==> src/hdl/two_wire_params.svh <==
// Register offsets, bit positions, reset values and timing counts.
`ifndef TWO_WIRE_PARAMS_SVH
`define TWO_WIRE_PARAMS_SVH
`define TW_OFF_CTRL 12'h000
`define TW_OFF_STAT 12'h010
`define TW_OFF_ADDR 12'h020
`define TW_OFF_TXD 12'h050
`define TW_OFF_RXD 12'h060
`define TW_CTRL_RESET 32'h0000_1000
`define TW_C_DATA_HOLD 16
`define TW_C_ENABLE 15
`define TW_C_REL 12
`define TW_C_STRICT 11
`define TW_C_ADDR_W 10
`define TW_C_GC_EN 7
`define TW_C_STRETCH 6
`define TW_C_ACK_VAL 5
`define TW_C_ACK_REQ 4
`define TW_C_RX_REQ 3
`define TW_C_STOP_REQ 2
`define TW_C_RS_REQ 1
`define TW_C_START_REQ 0
`define TW_S_ACK_RX 15
`define TW_S_MTX 14
`define TW_S_ACK_PH 13
`define TW_S_COLL 10
`define TW_S_GC 9
`define TW_S_TEN 8
`define TW_S_WCOL 7
`define TW_S_OVF 6
`define TW_S_DATA 5
`define TW_S_STOP 4
`define TW_S_START 3
`define TW_S_READ 2
`define TW_S_RXFULL 1
`define TW_S_TXFULL 0
`define TW_CLK_NS 40
`define TW_QUARTER_NS 2500
`define TW_QUARTER_CYCLES (`TW_QUARTER_NS / `TW_CLK_NS)
`define TW_GC_ADDR 8'h00
`define TW_HDR10 5'h1e
`endif

==> src/hdl/two_wire_pkg.sv <==
// Types shared by the two-wire control and status block.
package two_wire_pkg;
  typedef struct packed {
    logic data_hold_enable;
    logic enable;
    logic clock_release;
    logic strict;
    logic addr_width_select;
    logic general_call_enable;
    logic stretch_enable;
    logic ack_value;
    logic ack_sequence_request;
    logic master_receive_request;
    logic stop_request;
    logic restart_request;
    logic start_request;
  } ctrl_t;
  typedef struct packed {
    logic ack_received_flag;
    logic master_tx_active;
    logic ack_phase_flag;
    logic bus_collision_flag;
    logic general_call_flag;
    logic ten_bit_match_flag;
    logic write_collision_flag;
    logic receive_overflow_flag;
    logic data_not_addr;
    logic stop_seen;
    logic start_seen;
    logic read_req;
    logic rx_full;
    logic tx_full;
  } flags_t;
  typedef struct packed {
    logic ack_set;
    logic ack_clr;
    logic gc;
    logic ten;
    logic rx;
    logic tx_begin;
    logic tx_done;
    logic hold;
    logic addr;
    logic rd;
  } s_ev_t;
  typedef struct packed {
    logic scl;
    logic sda;
  } pin_in_t;
  typedef struct packed {
    logic scl_out;
    logic scl_oe;
    logic sda_out;
    logic sda_oe;
  } pin_drive_t;
  typedef enum logic [2:0] {M_IDLE, M_START, M_RESTART, M_STOP, M_BIT}
    m_state_t;
  typedef enum logic [1:0] {K_TX, K_RX, K_ACK} m_kind_t;
  typedef enum logic [2:0] {S_IDLE, S_ADDR, S_ADDR2, S_RX, S_TX, S_WAIT}
    s_state_t;
  // Reserved 7-bit space, minus general call and the 10-bit header.
  function automatic logic reserved_addr(input logic [6:0] a);
    reserved_addr = (a[6:3] == 4'h0 && a != 7'h00) ||
                    (a[6:3] == 4'hf && a[6:2] != 5'h1e);
  endfunction
endpackage

==> src/hdl/two_wire_ctrl_status.sv <==
// Two-wire bus master/slave sequencer with APB control and status.
// Behaviour
// Stretch on: release bit writable; hardware clears.
// Stretch off: software only sets release bit.
// Strict mode: no reserved addresses either way.
// Width bit picks 7 or 10-bit matching.
// General call enabled: match it, raise event.
// Stretch enable gates software and receive stretching.
// Ack value picks ACK or NACK level.
// Ack request runs ack slot, self-clears.
// Receive request takes one byte, self-clears.
// Stop request makes Stop, self-clears.
// Restart request makes Repeated Start, self-clears.
// Start request makes Start, self-clears.
// Ack flag records slave reply after transmit.
// Master transmit flag spans eight bits plus ack.
// Slave ack phase: eighth fall to ninth rise.
// Master collision sets sticky collision flag.
// General call flag set on match, Stop clears.
// Ten-bit flag on second byte, Stop clears.
// Transmit write while busy fails, flags collision.
// Receive load onto unread byte flags overflow.
// Status upper bits and 12:11 read zero.
// Enable bit hands pins to the block.
// Data hold stretches after received data byte.
// Software issues one sequence request at once.
`timescale 1ns/1ps
`include "two_wire_params.svh"
module two_wire_ctrl_status #(
  parameter int QUARTER_CYCLES = `TW_QUARTER_CYCLES
) (
  input wire logic ref_clk,
  input wire logic rst,
  input wire logic psel,
  input wire logic penable,
  input wire logic pwrite,
  input wire logic [11:0] paddr,
  input wire logic [31:0] pwdata,
  output logic [31:0] prdata,
  output logic pready,
  output logic pslverr,
  input two_wire_pkg::pin_in_t pins_in,
  output two_wire_pkg::pin_drive_t pins_drive,
  output logic pins_owned,
  output logic slave_event
);
  import two_wire_pkg::*;

  // The divider counter is twelve bits wide, so values above 4095 cannot work.
  if (QUARTER_CYCLES < 1 || QUARTER_CYCLES > 4095) begin : g_bad_div
    $error("QUARTER_CYCLES must lie between 1 and 4095.");
  end

  ctrl_t ctrl_q, ctrl_d;
  flags_t flags_q, flags_d;
  s_ev_t s_ev_q;
  m_state_t m_state_q;
  m_kind_t m_kind_q;
  s_state_t s_state_q, s_next_q;
  logic [1:0] m_phase_q;
  logic [3:0] m_bit_q, s_cnt_q;
  logic [7:0] m_shift_q, s_shift_q, trn_q, rcv_q;
  logic [9:0] own_q;
  logic [11:0] div_q;
  logic m_scl_low_q, m_sda_low_q, owner_q, first_q;
  logic s_ack_low_q, s_nack_q, s_hold_low_q;
  logic scl_m, scl_s, scl_p, sda_m, sda_s, sda_p;
  logic pready_q, pslverr_q;
  logic [31:0] prdata_q;
  pin_drive_t drive_q;
  logic owned_q, event_q;

  assign prdata = prdata_q;
  assign pready = pready_q;
  assign pslverr = pslverr_q;
  assign pins_drive = drive_q;
  assign pins_owned = owned_q;
  assign slave_event = event_q;

  // Pins come from another domain; two flops before use, a third for edges.
  always_ff @(posedge ref_clk) begin
    {scl_m, scl_s, scl_p} <= {pins_in.scl, scl_m, scl_s};
    {sda_m, sda_s, sda_p} <= {pins_in.sda, sda_m, sda_s};
  end

  wire scl_rise = scl_s && !scl_p;
  wire scl_fall = !scl_s && scl_p;
  wire start_det = scl_s && scl_p && sda_p && !sda_s;
  wire stop_det = scl_s && scl_p && !sda_p && sda_s;

  // APB decode; every access gets one wait state so data is registered.
  wire acc = psel && penable;
  wire done = acc && pready_q;
  wire sel_ctrl = paddr == `TW_OFF_CTRL;
  wire sel_stat = paddr == `TW_OFF_STAT;
  wire sel_addr = paddr == `TW_OFF_ADDR;
  wire sel_txd = paddr == `TW_OFF_TXD;
  wire sel_rxd = paddr == `TW_OFF_RXD;
  wire mapped = sel_ctrl || sel_stat || sel_addr || sel_txd || sel_rxd;
  wire wr_ctrl = done && pwrite && sel_ctrl;
  wire wr_stat = done && pwrite && sel_stat;
  wire wr_addr = done && pwrite && sel_addr;
  wire wr_txd = done && pwrite && sel_txd;
  wire rd_rxd = done && !pwrite && sel_rxd;

  // Status word; bits above 15 and bits 12:11 stay zero.
  wire [31:0] stat_word = {16'h0000, flags_q.ack_received_flag,
    flags_q.master_tx_active, flags_q.ack_phase_flag, 2'b00,
    flags_q.bus_collision_flag, flags_q.general_call_flag,
    flags_q.ten_bit_match_flag, flags_q.write_collision_flag,
    flags_q.receive_overflow_flag, flags_q.data_not_addr,
    flags_q.stop_seen, flags_q.start_seen, flags_q.read_req,
    flags_q.rx_full, flags_q.tx_full};
  wire [31:0] ctrl_word = {15'h0, ctrl_q.data_hold_enable,
    ctrl_q.enable, 2'b00, ctrl_q.clock_release, ctrl_q.strict,
    ctrl_q.addr_width_select, 2'b00, ctrl_q.general_call_enable,
    ctrl_q.stretch_enable, ctrl_q.ack_value, ctrl_q.ack_sequence_request,
    ctrl_q.master_receive_request, ctrl_q.stop_request,
    ctrl_q.restart_request, ctrl_q.start_request};
  wire [31:0] rd_word = sel_ctrl ? ctrl_word :
                        sel_stat ? stat_word :
                        sel_addr ? {22'h0, own_q} :
                        sel_txd ? {24'h000000, trn_q} :
                        sel_rxd ? {24'h000000, rcv_q} : 32'h0000_0000;

  // Read data and error are captured in the cycle pready rises.
  always_ff @(posedge ref_clk) begin
    if (rst) begin
      pready_q <= 1'b0;
      pslverr_q <= 1'b0;
      prdata_q <= 32'h0000_0000;
    end else begin
      pready_q <= acc && !pready_q;
      pslverr_q <= acc && !pready_q && !mapped;
      prdata_q <= (acc && !pready_q && !pwrite) ? rd_word : 32'h0000_0000;
    end
  end

  // Master sequencing decode; requests are one at a time by contract.
  wire m_req_any = ctrl_q.start_request || ctrl_q.restart_request ||
    ctrl_q.stop_request || ctrl_q.master_receive_request ||
    ctrl_q.ack_sequence_request;
  wire m_idle = m_state_q == M_IDLE;
  wire m_tx_begin = ctrl_q.enable && m_idle && !m_req_any && owner_q &&
    flags_q.tx_full;
  wire m_tick = div_q == 12'(QUARTER_CYCLES - 1);
  wire m_step = m_tick && !m_idle && (m_phase_q != 2'd2 || scl_s);
  wire m_last = (m_kind_q == K_TX) ? (m_bit_q == 4'd8) :
                (m_kind_q == K_RX) ? (m_bit_q == 4'd7) : 1'b1;
  wire m_fin = m_step && m_phase_q == 2'd3 &&
    (m_state_q != M_BIT || m_last);
  wire m_tx_fin = m_fin && m_state_q == M_BIT && m_kind_q == K_TX;
  wire m_rx_fin = m_fin && m_state_q == M_BIT && m_kind_q == K_RX;
  wire m_seq_fin = m_fin && !m_tx_fin;
  wire coll_bit = m_state_q == M_BIT && m_kind_q == K_TX &&
    m_bit_q < 4'd8 && !m_sda_low_q && !sda_s;
  // A released line that reads low means another master owns it.
  wire m_abort = m_step && (
    (m_state_q == M_START && m_phase_q == 2'd1 && (!sda_s || !scl_s)) ||
    (m_state_q == M_RESTART && m_phase_q == 2'd2 && !sda_s) ||
    (m_phase_q == 2'd2 && coll_bit));
  wire m_drive = (m_kind_q == K_TX) ? (m_bit_q < 4'd8 && !m_shift_q[7]) :
                 (m_kind_q == K_ACK) ? !ctrl_q.ack_value : 1'b0;
  wire m_busy = !m_idle || m_req_any || flags_q.tx_full;
  wire tx_refused = m_busy ||
    (ctrl_q.strict && first_q && reserved_addr(pwdata[7:1]));

  // Quarter-bit divider for the master's own clock.
  always_ff @(posedge ref_clk) begin
    if (rst || m_tick) div_q <= 12'h000;
    else div_q <= div_q + 12'h001;
  end

  // Master sequencer: four quarter phases per condition or bit.
  always_ff @(posedge ref_clk) begin
    if (rst || !ctrl_q.enable || m_abort) begin
      m_state_q <= M_IDLE;
      m_kind_q <= K_TX;
      m_phase_q <= 2'd0;
      m_bit_q <= 4'h0;
      m_scl_low_q <= 1'b0;
      m_sda_low_q <= 1'b0;
    end else if (m_idle) begin
      m_phase_q <= 2'd0;
      m_bit_q <= 4'h0;
      if (ctrl_q.start_request) m_state_q <= M_START;
      else if (ctrl_q.restart_request) m_state_q <= M_RESTART;
      else if (ctrl_q.stop_request) m_state_q <= M_STOP;
      else if (ctrl_q.master_receive_request || ctrl_q.ack_sequence_request
          || m_tx_begin) begin
        m_state_q <= M_BIT;
        m_kind_q <= ctrl_q.master_receive_request ? K_RX :
                    ctrl_q.ack_sequence_request ? K_ACK : K_TX;
        m_shift_q <= trn_q;
      end
    end else if (m_step) begin
      m_phase_q <= m_phase_q + 2'd1;
      case (m_state_q)
        M_START: begin
          if (m_phase_q == 2'd0) {m_scl_low_q, m_sda_low_q} <= 2'b00;
          if (m_phase_q == 2'd1) m_sda_low_q <= 1'b1;
          if (m_phase_q == 2'd2) m_scl_low_q <= 1'b1;
        end
        M_RESTART: begin
          if (m_phase_q == 2'd0) m_sda_low_q <= 1'b0;
          if (m_phase_q == 2'd1) m_scl_low_q <= 1'b0;
          if (m_phase_q == 2'd2) m_sda_low_q <= 1'b1;
          if (m_phase_q == 2'd3) m_scl_low_q <= 1'b1;
        end
        M_STOP: begin
          if (m_phase_q == 2'd0) m_sda_low_q <= 1'b1;
          if (m_phase_q == 2'd1) m_scl_low_q <= 1'b0;
          if (m_phase_q == 2'd2) m_sda_low_q <= 1'b0;
        end
        M_BIT: begin
          if (m_phase_q == 2'd0) m_sda_low_q <= m_drive;
          if (m_phase_q == 2'd1) m_scl_low_q <= 1'b0;
          if (m_phase_q == 2'd2) m_shift_q <= {m_shift_q[6:0], sda_s};
          if (m_phase_q == 2'd3) begin
            m_scl_low_q <= 1'b1;
            m_bit_q <= m_bit_q + 4'h1;
          end
        end
        default: m_state_q <= M_IDLE;
      endcase
      if (m_fin) m_state_q <= M_IDLE;
    end
  end

  // Bus ownership runs from our Start to our Stop; first byte is address.
  always_ff @(posedge ref_clk) begin
    if (rst || !ctrl_q.enable || m_abort) begin
      owner_q <= 1'b0;
      first_q <= 1'b0;
    end else if (m_fin && m_state_q == M_STOP) begin
      owner_q <= 1'b0;
      first_q <= 1'b0;
    end else if (m_fin && m_state_q != M_BIT) begin
      owner_q <= 1'b1;
      first_q <= 1'b1;
    end else if (m_tx_begin) begin
      first_q <= 1'b0;
    end
  end

  // Slave address decode on the byte in the shifter.
  wire gc_hit = s_shift_q == `TW_GC_ADDR && ctrl_q.general_call_enable;
  wire hit7 = !ctrl_q.addr_width_select && s_shift_q[7:1] == own_q[6:0] &&
    !(ctrl_q.strict && reserved_addr(s_shift_q[7:1]));
  wire hit_hdr = ctrl_q.addr_width_select &&
    s_shift_q[7:3] == `TW_HDR10 && s_shift_q[2:1] == own_q[9:8] &&
    (!s_shift_q[0] || flags_q.ten_bit_match_flag);
  wire hit_lo = s_shift_q == own_q[7:0];
  wire s_rx_state = s_state_q == S_ADDR || s_state_q == S_ADDR2 ||
    s_state_q == S_RX;
  wire s_live = s_state_q != S_IDLE && s_state_q != S_WAIT;
  wire s_drive = (s_state_q == S_TX && s_cnt_q < 4'd8) ? !s_shift_q[7] :
    s_ack_low_q;

  // Slave receiver and transmitter, stepped by the sampled bus clock.
  always_ff @(posedge ref_clk) begin
    s_ev_q <= '0;
    if (rst || !ctrl_q.enable || stop_det) begin
      s_state_q <= S_IDLE;
      s_next_q <= S_IDLE;
      s_cnt_q <= 4'h0;
      s_ack_low_q <= 1'b0;
      s_nack_q <= 1'b0;
      s_shift_q <= 8'h00;
    end else if (start_det && !owner_q && m_idle) begin
      s_state_q <= S_ADDR;
      s_cnt_q <= 4'hf;  // The Start's own clock fall wraps this to zero.
      s_ack_low_q <= 1'b0;
    end else if (s_state_q != S_IDLE) begin
      // Reload until the first bit goes out, so a late write still counts.
      if (s_state_q == S_TX && s_cnt_q == 4'h0 && !scl_s)
        s_shift_q <= trn_q;
      if (scl_rise) begin
        if (s_rx_state && s_cnt_q < 4'd8)
          s_shift_q <= {s_shift_q[6:0], sda_s};
        if (s_cnt_q == 4'd8) begin
          s_ev_q.ack_clr <= s_live;
          s_nack_q <= sda_s;
        end
      end else if (scl_fall && s_cnt_q == 4'd7) begin
        s_cnt_q <= 4'd8;
        s_ev_q.ack_set <= s_live;
        s_next_q <= S_WAIT;
        case (s_state_q)
          S_ADDR: begin
            s_ack_low_q <= gc_hit || hit7 || hit_hdr;
            s_ev_q.gc <= gc_hit;
            s_ev_q.addr <= hit7 || hit_hdr;
            s_ev_q.rd <= s_shift_q[0];
            if (gc_hit) s_next_q <= S_RX;
            else if ((hit7 || hit_hdr) && s_shift_q[0]) s_next_q <= S_TX;
            else if (hit7) s_next_q <= S_RX;
            else if (hit_hdr) s_next_q <= S_ADDR2;
          end
          S_ADDR2: begin
            s_ack_low_q <= hit_lo;
            s_ev_q.ten <= hit_lo;
            if (hit_lo) s_next_q <= S_RX;
          end
          S_RX: begin
            s_ack_low_q <= !flags_q.rx_full;
            s_ev_q.rx <= 1'b1;
            s_ev_q.hold <= ctrl_q.stretch_enable ||
              ctrl_q.data_hold_enable;
            s_next_q <= S_RX;
          end
          S_TX: s_next_q <= S_TX;
          default: s_next_q <= S_WAIT;
        endcase
      end else if (scl_fall && s_cnt_q == 4'd8) begin
        s_cnt_q <= 4'h0;
        s_ack_low_q <= 1'b0;
        if (s_state_q == S_TX) begin
          s_ev_q.tx_done <= 1'b1;
          s_state_q <= s_nack_q ? S_WAIT : S_TX;
          s_ev_q.tx_begin <= !s_nack_q;
        end else begin
          s_state_q <= s_next_q;
          s_ev_q.tx_begin <= s_next_q == S_TX;
        end
      end else if (scl_fall && s_live) begin
        s_cnt_q <= s_cnt_q + 4'h1;
        if (s_state_q == S_TX) s_shift_q <= {s_shift_q[6:0], 1'b0};
      end
    end
  end

  // Hold the clock only once it is already low, never mid high-time.
  always_ff @(posedge ref_clk) begin
    if (rst) s_hold_low_q <= 1'b0;
    else s_hold_low_q <= ctrl_q.enable && s_live &&
      !ctrl_q.clock_release && (s_hold_low_q || !scl_s);
  end

  // Control register: software writes, hardware clears requests.
  always_comb begin
    ctrl_d = ctrl_q;
    if (wr_ctrl) begin
      ctrl_d.data_hold_enable = pwdata[`TW_C_DATA_HOLD];
      ctrl_d.enable = pwdata[`TW_C_ENABLE];
      ctrl_d.strict = pwdata[`TW_C_STRICT];
      ctrl_d.addr_width_select = pwdata[`TW_C_ADDR_W];
      ctrl_d.general_call_enable = pwdata[`TW_C_GC_EN];
      ctrl_d.stretch_enable = pwdata[`TW_C_STRETCH];
      ctrl_d.ack_value = pwdata[`TW_C_ACK_VAL];
      ctrl_d.ack_sequence_request = pwdata[`TW_C_ACK_REQ];
      ctrl_d.master_receive_request = pwdata[`TW_C_RX_REQ];
      ctrl_d.stop_request = pwdata[`TW_C_STOP_REQ];
      ctrl_d.restart_request = pwdata[`TW_C_RS_REQ];
      ctrl_d.start_request = pwdata[`TW_C_START_REQ];
      if (ctrl_q.stretch_enable)
        ctrl_d.clock_release = pwdata[`TW_C_REL];
      else
        ctrl_d.clock_release = ctrl_q.clock_release | pwdata[`TW_C_REL];
    end
    // Hardware clear is applied last; a stretch point beats a release.
    if (s_ev_q.tx_begin || s_ev_q.hold)
      ctrl_d.clock_release = 1'b0;
    if (m_seq_fin || m_abort) begin
      ctrl_d.start_request = 1'b0;
      ctrl_d.restart_request = 1'b0;
      ctrl_d.stop_request = 1'b0;
      ctrl_d.master_receive_request = 1'b0;
      ctrl_d.ack_sequence_request = 1'b0;
    end
  end

  // Status flags: software clears first, hardware sets win.
  always_comb begin
    flags_d = flags_q;
    if (wr_stat) begin
      flags_d.ack_phase_flag &= pwdata[`TW_S_ACK_PH];
      flags_d.bus_collision_flag &= pwdata[`TW_S_COLL];
      flags_d.write_collision_flag &= pwdata[`TW_S_WCOL];
      flags_d.receive_overflow_flag &= pwdata[`TW_S_OVF];
      flags_d.stop_seen &= pwdata[`TW_S_STOP];
      flags_d.start_seen &= pwdata[`TW_S_START];
    end
    if (m_tx_begin) flags_d.master_tx_active = 1'b1;
    if (m_tx_fin) begin
      flags_d.ack_received_flag = m_shift_q[0];
      flags_d.master_tx_active = 1'b0;
    end
    if (m_abort) begin
      flags_d.master_tx_active = 1'b0;
      flags_d.tx_full = 1'b0;
      flags_d.bus_collision_flag = 1'b1;
    end
    if (s_ev_q.ack_clr) flags_d.ack_phase_flag = 1'b0;
    if (s_ev_q.ack_set) flags_d.ack_phase_flag = 1'b1;
    if (stop_det) begin
      flags_d.general_call_flag = 1'b0;
      flags_d.ten_bit_match_flag = 1'b0;
      flags_d.stop_seen = 1'b1;
      flags_d.start_seen = 1'b0;
    end
    if (start_det) begin
      flags_d.start_seen = 1'b1;
      flags_d.stop_seen = 1'b0;
    end
    if (s_ev_q.gc) flags_d.general_call_flag = 1'b1;
    if (s_ev_q.ten) flags_d.ten_bit_match_flag = 1'b1;
    if (s_ev_q.addr || s_ev_q.gc) begin
      flags_d.data_not_addr = 1'b0;
      flags_d.read_req = s_ev_q.rd;
    end
    if (s_ev_q.rx) flags_d.data_not_addr = 1'b1;
    if (rd_rxd) flags_d.rx_full = 1'b0;
    if (m_rx_fin || s_ev_q.rx) begin
      if (flags_q.rx_full) flags_d.receive_overflow_flag = 1'b1;
      else flags_d.rx_full = 1'b1;
    end
    if (m_tx_fin || s_ev_q.tx_done) flags_d.tx_full = 1'b0;
    if (wr_txd) begin
      if (tx_refused) flags_d.write_collision_flag = 1'b1;
      else flags_d.tx_full = 1'b1;
    end
  end

  always_ff @(posedge ref_clk) begin
    if (rst) begin
      // Struct order is not register order; take the release bit alone.
      ctrl_q <= '0;
      ctrl_q.clock_release <= 1'(`TW_CTRL_RESET >> `TW_C_REL);
      flags_q <= '0;
    end else begin
      ctrl_q <= ctrl_d;
      flags_q <= flags_d;
    end
  end

  // Data registers; an overflowing byte is dropped, the old one kept.
  always_ff @(posedge ref_clk) begin
    if (rst) begin
      own_q <= 10'h000;
      trn_q <= 8'h00;
      rcv_q <= 8'h00;
    end else begin
      if (wr_addr) own_q <= pwdata[9:0];
      if (wr_txd && !tx_refused) trn_q <= pwdata[7:0];
      if (m_rx_fin && !flags_q.rx_full) rcv_q <= m_shift_q;
      else if (s_ev_q.rx && !flags_q.rx_full) rcv_q <= s_shift_q;
    end
  end

  // Open-drain pins: only ever pull low, released while disabled.
  always_ff @(posedge ref_clk) begin
    if (rst) begin
      drive_q <= '0;
      owned_q <= 1'b0;
      event_q <= 1'b0;
    end else begin
      drive_q.scl_oe <= ctrl_q.enable && (m_scl_low_q || s_hold_low_q);
      drive_q.sda_oe <= ctrl_q.enable && (m_sda_low_q || s_drive);
      owned_q <= ctrl_q.enable;
      event_q <= s_ev_q.gc || s_ev_q.addr || s_ev_q.ten;
    end
  end
endmodule // two_wire_ctrl_status

==> config.mk <==
export PLATFORM = sky130hd
export DESIGN_NAME = two_wire_ctrl_status
export DESIGN_NICKNAME = d
export VERILOG_FILES = /design/src/hdl/two_wire_pkg.sv /design/src/hdl/two_wire_ctrl_status.sv
export VERILOG_INCLUDE_DIRS = /design/src /design/src/hdl
export SDC_FILE = /design/constraint.sdc
export NUM_CORES = 1
export LEC_CHECK = 0
export ABC_CLOCK_PERIOD_IN_PS = 3950
export CORE_UTILIZATION = 55
export CTS_BUF_LIST = sky130_fd_sc_hd__clkbuf_4 sky130_fd_sc_hd__clkbuf_8 sky130_fd_sc_hd__clkbuf_16
export DETAILED_ROUTE_END_ITERATION = 16
export DONT_BUFFER_PORTS = 1
export HOLD_SLACK_MARGIN = 0.12
export PLACE_DENSITY_LB_ADDON = 0.05
export SETUP_SLACK_MARGIN = 0.4
export SYNTH_ARGS = -nofsm -noshare
export SYNTH_HDL_FRONTEND = slang
export SYNTH_SLANG_ARGS = --single-unit
==> constraint.sdc <==
create_clock -name ref_clk -period 3.95 [get_ports ref_clk]
set_input_delay 0.79 -clock ref_clk [delete_from_list [all_inputs] [get_ports ref_clk]]
set_output_delay 0.79 -clock ref_clk [all_outputs]
set_load 0.02 [all_outputs]
==> results of run 1 <==
worst register-to-register path: stages, from the launching register on:
cell,delay (ns)
dfxtp_1,0.49
or3_1,0.62
and2_1,0.26
o2111ai_1,0.09
buf_4,0.19
nand2_1,0.21
nor4_1,0.36
buf_4,0.25
cell families (layout without fill, tap and decap cells):
kind of cell / count (synthesis) / count (layout) / synth area share
and+or+nand+nor: 328 / 328 / 0.237
AOI/OAI and AO/OA: 148 / 148 / 0.140
DFF: 148 / 148 / 0.431
buffers and inverters: 94 / 69 / 0.0632
muxes: 50 / 50 / 0.0721
xor gates and xnor gates: 31 / 31 / 0.0384
adders and majority gates: 10 / 10 / 0.0177
other: 1 / 17 / 0.000531
per-stage QoR:
| stage | utilization | hold slack (ns) | setup slack [ns] | total power, mW | std cells |
|---|---|---|---|---|---|
| 3_3_place_gp | 0.564 | 0.317 | 1.16 | 1.60 | 943 |
| 2_1_floorplan | - | 0.310 | 0.925 | 1.61 | 826 |
| 6_report | 0.610 | 0.325 | 1.19 | 3.17 | 973 |
| 3_5_place_dp | 0.564 | 0.312 | 1.10 | 1.60 | 943 |
| 4_1_cts | 0.610 | 0.327 | 1.20 | 3.19 | 973 |
| 5_1_grt | 0.610 | 0.349 | 0.989 | 3.27 | 973 |
flip-flops by register name, indices dropped and copies added, names as in the netlist, 3 cells and up:
signal,flops
s_shift_q,8
ctrl_q,13
m_state_q,3
prdata,17
own_q,10
trn_q,8
m_shift_q,8
m_bit_q,4
s_next_q,3
rcv_q,8
div_q,12
flags_q,14
s_cnt_q,4
s_ev_q,10
s_state_q,3
power groups by stage:
stage	registers [mW]	logic (mW)	clock network [mW]
CTS	1.52	0.0442	1.62
detailed placement	1.55	0.0439	0
floorplan	1.55	0.0610	0
global route	1.52	0.0501	1.70
finish	1.52	0.0444	1.61
global placement	1.55	0.0432	0
area by class of cell:
class | instances | area (um2) | area share
clock buffers | 22 | 488 | 0.0636
clock inverters | 8 | 100 | 0.0130
inverters | 29 | 109 | 0.0142
multi-input cells | 584 | 3640 | 0.475
flip-flops and latches | 148 | 3040 | 0.397
well taps | 172 | 215 | 0.0281
repair buffers | 10 | 75.1 | 0.00979
routing by layer:
metal  wire length [um]  track usage  share of wire
met1               8130        0.377           0.45
met3               1210       0.0801          0.067
met4                453        0.107          0.025
met5                  0            0              0
met2               8280        0.455           0.46
how the worst max path moves through the flow:
stage	from	to	slack, ns	depth (start not counted)
after global routing	m_state_q[2]	rcv_q[5]	0.99	6
final	m_state_q[2]	m_shift_q[1]	1.19	7
after floorplan	m_phase_q[0]	m_shift_q[0]	0.93	8
after global placement	paddr[10]	ctrl_q[2]	1.16	7
after detailed placement	paddr[10]	ctrl_q[7]	1.10	7
after CTS	m_state_q[2]	m_shift_q[1]	1.20	7
cells in the final DEF, fill, tap and decap left out, drive strengths merged, types with 15 or more instances in the layout:
master	instances
conb	17
nand3	21
nand2b	17
a21oi	37
nor3	26
or3	15
dfxtp	140
xor2	25
o21ai	42
nand2	60
nor2	114
inv	30
mux2i	43
clkbuf	22
==> impl_metrics.csv, run 1 <==
group,metric,value,unit
logic_synthesis,synth_ff_type,"dfxtp_1",
clock_tree,htree_levels,4,
placement,gp_congestion,0.941,
floorplan,die_y,115,um
timing,clock_skew,0.00819,ns
placement,place_area,7080,um2
drt,wirelength,18100,um
logic_synthesis,synth_top_cell_by_area,"dfxtp_1",
worst_setup_path,cp_max_fo,21,
pwr,power_frac_comb,0.014,
finish,drive_above_1_share,0.0662,
timing,maxSlewViolCount,0,
finish,n_fill_cell,1147,
worst_setup_path,crit_top_cell,"buf_4",
worst_setup_path,required,4.07,ns
timing,max_freq,362,MHz
worst_setup_path,worst-endpoint-arrival,2.89,ns
grt,grt_start_max_net_pins,54,
logic_synthesis,ys_seq_area_frac,0.431,
worst_setup_path,cpLargestDelayFamily,"simple AND/OR/NAND/NOR gates",
flow_run,max_cap_violations,0,
placement,port_buffers,0,
clock_tree,clk_pin_slew,0.06,ns
logic_synthesis,ys_types,76,
clock_tree,cts_buffers,17,
drt,drcViolationCount,0,
worst_setup_path,critPathMaxStageDelay,0.62,ns
clock_tree,worstSkewPairLatency,0.42,ns
floorplan,die-area,13300,um2
pwr,clock_power_share,0.507,
clock_tree,cts_setup_buffers,0,
clock_tree,cts_root_buffer,"clkbuf_16",
logic_synthesis,yosysMostFrequentCell,"dfxtp_1",
floorplan,core,12600,um2
worst_setup_path,startpoint_type,"flop",
logic_synthesis,ys_async_sr_fraction,0,
worst_setup_path,reg2reg_depth,7,
logic_synthesis,synth-seq-cells,148,
worst_setup_path,r2r_start,"m_state_q[2]",
floorplan,row_count,41,
hold_path,holdCritPathClass,"flop to flop",
hold_path,hold_end,"sda_s",
floorplan,io_pins,91,
timing,finalSetupViolCount,0,
finish,stdcell_area,7670,um2
floorplan,die_x,115,um
clock_tree,hold_buffers,0,
pwr,p_seq_frac,0.479,
finish,synthToLayoutAreaGrowth,8.59,%
run_status,status,"complete, no violations",
logic_synthesis,synth_common_cells,"dfxtp_1 (140), nor2_1 (113), nand2_1 (60), mux2i_1 (43), a21oi_1 (36)",
worst_setup_path,rrSetupSlack,1.19,ns
worst_setup_path,endpoint_kind,"flop",
timing,worst_pin_slew,0.865,ns
floorplan,start_util,0.562,
drt,wire_per_inst,18.6,um
grt,grt_overflow,0,
drt,dr.pass1.iters,5,
logic_synthesis,synth_top_area_frac,0.397,
clock_tree,cts_max_path_buffers,2,
clock_tree,cts_sinks,148,
hold_path,hp-start,"sda_m",
finish,nets,851,
finish,antenna_cells,0,
pwr,switchingPower,0.652,mW
timing,rsz0062_at_grt,"no",
worst_setup_path,path_buf_inv,2,
worst_setup_path,worstSetupPathType,"flop to flop",
worst_setup_path,crit_chain,"or3_1 > and2_1 > o2111ai_1 > buf_4 > nand2_1 > nor4_1 > buf_4",
timing,finalCritPeriodShare,0.699,
placement,dp_hpwl,13200,um
worst_setup_path,slowest_stage,"or3_1",
hold_path,whs_path_depth,0,
drt,vias_per_cell,6.02,
drt,vias,5859,
clock_tree,cts_tree,"yes",
pwr,internal-power,2.52,mW
clock_tree,post_cts_resized,0,
timing,hold_violations,0,
logic_synthesis,yosys_warnings,0,
grt,grt_pass1_wl,28700,um
logic_synthesis,syn-instance-count,810,
logic_synthesis,syn_area,7060,um2
pwr,swShare,0.206,
pwr,ir_worst_vdd,522,uV
logic_synthesis,synthTopCellsByArea,"dfxtp_1 (40%), mux2i_1 (6.1%), nor2_1 (6.0%)",
pwr,power_density,414,nW/um2
grt,grt_pass1_vias,5382,
timing,slew_headroom,0.423,
timing,period_minus_slack,2.76,ns
drt,dr.first_iter.drc_count,631,
grt,antenna_found_initial,0,
drt,antenna_left,0,
logic_synthesis,avgSynthCellArea,8.72,um2
worst_setup_path,r2r_end,"m_shift_q[1]",
pwr,power.leakage,2.88,nW
logic_synthesis,synth_edf_count,8,
grt,track_usage,0.289,
timing,finalSetupTns,0,ns
Power figures use the tool's default switching activity.
==> run 2: changes to the inputs <==
Settings changed: ABC_AREA set to 1, ABC_CLOCK_PERIOD_IN_PS 3950 to 2400.
Clock period 3.95 ns to 2.4 ns, I/O delays scaled along.
==> impl_metrics.csv, run 2 <==
group,metric,value,unit
timing,finalCritPeriodShare,0.806,
grt,track_usage,0.315,
hold_path,hp-start,"rst",
flow_run,max_cap_violations,0,
placement,dp_hpwl,15100,um
placement,gp_congestion,0.921,
hold_path,hold_end,"own_q[1]",
worst_setup_path,startpoint_type,"flop",
logic_synthesis,ys_seq_area_frac,0.420,
finish,antenna_cells,0,
worst_setup_path,cp-startpoint,"m_phase_q[0]",
grt,grt_pass1_wl,31300,um
logic_synthesis,syn_area,7240,um2
drt,vias_per_cell,5.49,
run_status,status,"complete, no violations",
pwr,power_density,644,nW/um2
timing,finalSetupTns,0,ns
hold_path,holdCritPathClass,"input port to flop",
clock_tree,clk_pin_slew,0.06,ns
clock_tree,cts_max_path_buffers,2,
drt,dr.pass1.iters,5,
timing,fin_ws,0.466,ns
placement,port_buffers,0,
worst_setup_path,r2r_end,"rcv_q[2]",
timing,hold_violations,0,
drt,antenna_left,0,
drt,wire_per_inst,16.7,um
timing,period_minus_slack,1.93,ns
clock_tree,cts_sinks,148,
logic_synthesis,synthTopCellsByArea,"dfxtp_1 (39%), nand2_1 (9.2%), inv_1 (7.8%)",
grt,grt_start_max_net_pins,28,
finish,stdcell_area,8370,um2
grt,antenna_found_initial,0,
placement,dpl_worst_slack,0.0674,ns
drt,dr.first_iter.drc_count,594,
worst_setup_path,endpoint_kind,"flop",
floorplan,die_y,117,um
logic_synthesis,synth_common_cells,"nand2_1 (178), inv_1 (150), dfxtp_1 (140), nor2_1 (125), o21ai_0 (82)",
logic_synthesis,synth_top_area_frac,0.387,
finish,synthToLayoutAreaGrowth,15.5,%
worst_setup_path,worstSetupPathType,"flop to flop",
logic_synthesis,syn-instance-count,1016,
floorplan,row_count,41,
timing,worst_pin_slew,0.614,ns
finish,final_cell_mix,"nand2_1 (174), inv_1 (147), dfxtp_1 (136)",
logic_synthesis,yosysMostFrequentCell,"nand2_1",
finish,drive_above_1_share,0.130,
pwr,ir_worst_vdd,550,uV
timing,clock_skew,0.0100,ns
finish,final_common_cell,"nand2_1",
logic_synthesis,synth_top_cell_by_area,"dfxtp_1",
clock_tree,cts_buffers,17,
clock_tree,cts_tree,"yes",
floorplan,core,12700,um2
finish,nets,1111,
finish,largest_reg_flops,17,
worst_setup_path,worst-endpoint-arrival,2.26,ns
drt,drcViolationCount,0,
clock_tree,htree_levels,4,
worst_setup_path,required,2.73,ns
logic_synthesis,ys_types,46,
pwr,total_power,5.39,mW
grt,grt_overflow,0,
floorplan,start_util,0.569,
hold_path,whs_path_depth,1,
logic_synthesis,ys_async_sr_fraction,0,
pwr,power.leakage,3.31,nW
drt,vias,6786,
logic_synthesis,synth-seq-cells,148,
floorplan,die-area,13600,um2
timing,slew_headroom,0.590,
floorplan,die_x,117,um
worst_setup_path,rrSetupSlack,0.47,ns
worst_setup_path,cp_max_fo,8,
placement,place_area,7420,um2
worst_setup_path,reg2reg_depth,12,
timing,finalSetupViolCount,0,
logic_synthesis,yosys_warnings,0,
grt,grt_pass1_vias,5886,
timing,rsz0062_at_grt,"yes",
clock_tree,cts_root_buffer,"clkbuf_16",
logic_synthesis,synth_edf_count,8,
clock_tree,worstSkewPairLatency,0.43,ns
timing,maxSlewViolCount,0,
floorplan,io_pins,91,
drt,wirelength,20600,um
timing,max_freq,517,MHz
logic_synthesis,avgSynthCellArea,7.13,um2
worst_setup_path,r2r_start,"m_phase_q[0]",
logic_synthesis,synth_ff_type,"dfxtp_1",
[run 2: cell types whose count changed after synthesis, sizes merged, moves of 43 or more]
cell,delta
a21oi,+43
mux2i,-43
inv,+133
nand2,+124
o21ai,+54
[run 2: logic make-up (layout without fill, tap and decap cells)]
family / Yosys count / after routing / share of synthesized area
other cells: 1 / 17 / 0.000518
simple gates: 428 / 428 / 0.268
flops: 148 / 148 / 0.420
buf+inv: 201 / 232 / 0.115
fa+ha+maj: 10 / 10 / 0.0173
xor+xnor: 12 / 12 / 0.0145
compound gates: 216 / 216 / 0.165
[run 2: power breakdown]
group	internal, mW	switching, mW	leakage [nW]
combinational	0.0312	0.0894	1.80
clock	1.71	1.06	0.308
sequential	2.49	0.0127	1.20
total	4.23	1.16	3.31
[run 2: repair_timing]
| action | in CTS | in global routing |
|---|---|---|
| setup endpoints to repair | 40 | 34 |
| gates resized for setup | 11 | 24 |
| hold buffers | 7 | 0 |
| pin swaps | 7 | 17 |
| hold endpoints to repair | 14 | 0 |
| setup buffers | 7 | 7 |
[run 2: area by class of cell]
type / count / area, um2
clock buffer: 24 / 549
clock inverter: 8 / 82.6
fill: 1153 / 4360
inverter: 164 / 618
multi-input combinational: 683 / 3550
sequential: 148 / 3050
tap: 172 / 215
timing repair buffer: 36 / 300
[run 2: how the worst max path moves through the flow]
| stage | to | slack (ns) |
|---|---|---|
| after floorplan | m_shift_q[0] | 0.42 |
| after global placement | m_shift_q[2] | 0.14 |
| after detailed placement | m_shift_q[6] | 0.07 |
| after CTS | s_ev_q[4] | 0.41 |
| after global routing | rcv_q[2] | 0.34 |
| final | rcv_q[2] | 0.47 |
[run 2: per-layer routing]
| layer | routed length (um) | vias to the layer above | global-route usage |
|---|---|---|---|
| met4 | 652 | 0 | 0.135 |
| met5 | 0 | - | 0 |
| met3 | 1630 | 41 | 0.0767 |
| li1 | - | 3336 | - |
| met2 | 9170 | 265 | 0.477 |
| met1 | 9190 | 3144 | 0.427 |
[run 2: worst max-delay path, stage by stage (launching register included)]
cell and delay, ns:
dfxtp_2 0.33, inv_2 0.05, ha_4 0.16, inv_4 0.06, nor2_4 0.04, a21oi_4 0.20, inv_2 0.07, nor2_4 0.19
nand4_4 0.13, nor2_4 0.28, nand2_1 0.12, a21oi_2 0.16, nor2_1 0.05
[run 2: metrics by stage]
step / instances / utilization / hold WS (ns)
5_1_grt: 1235 / 0.658 / 0.124
3_3_place_gp: 1182 / 0.583 / 0.311
3_5_place_dp: 1182 / 0.583 / 0.315
6_report: 1235 / 0.658 / 0.138
2_1_floorplan: 1032 / - / 0.310
4_1_cts: 1228 / 0.646 / 0.121
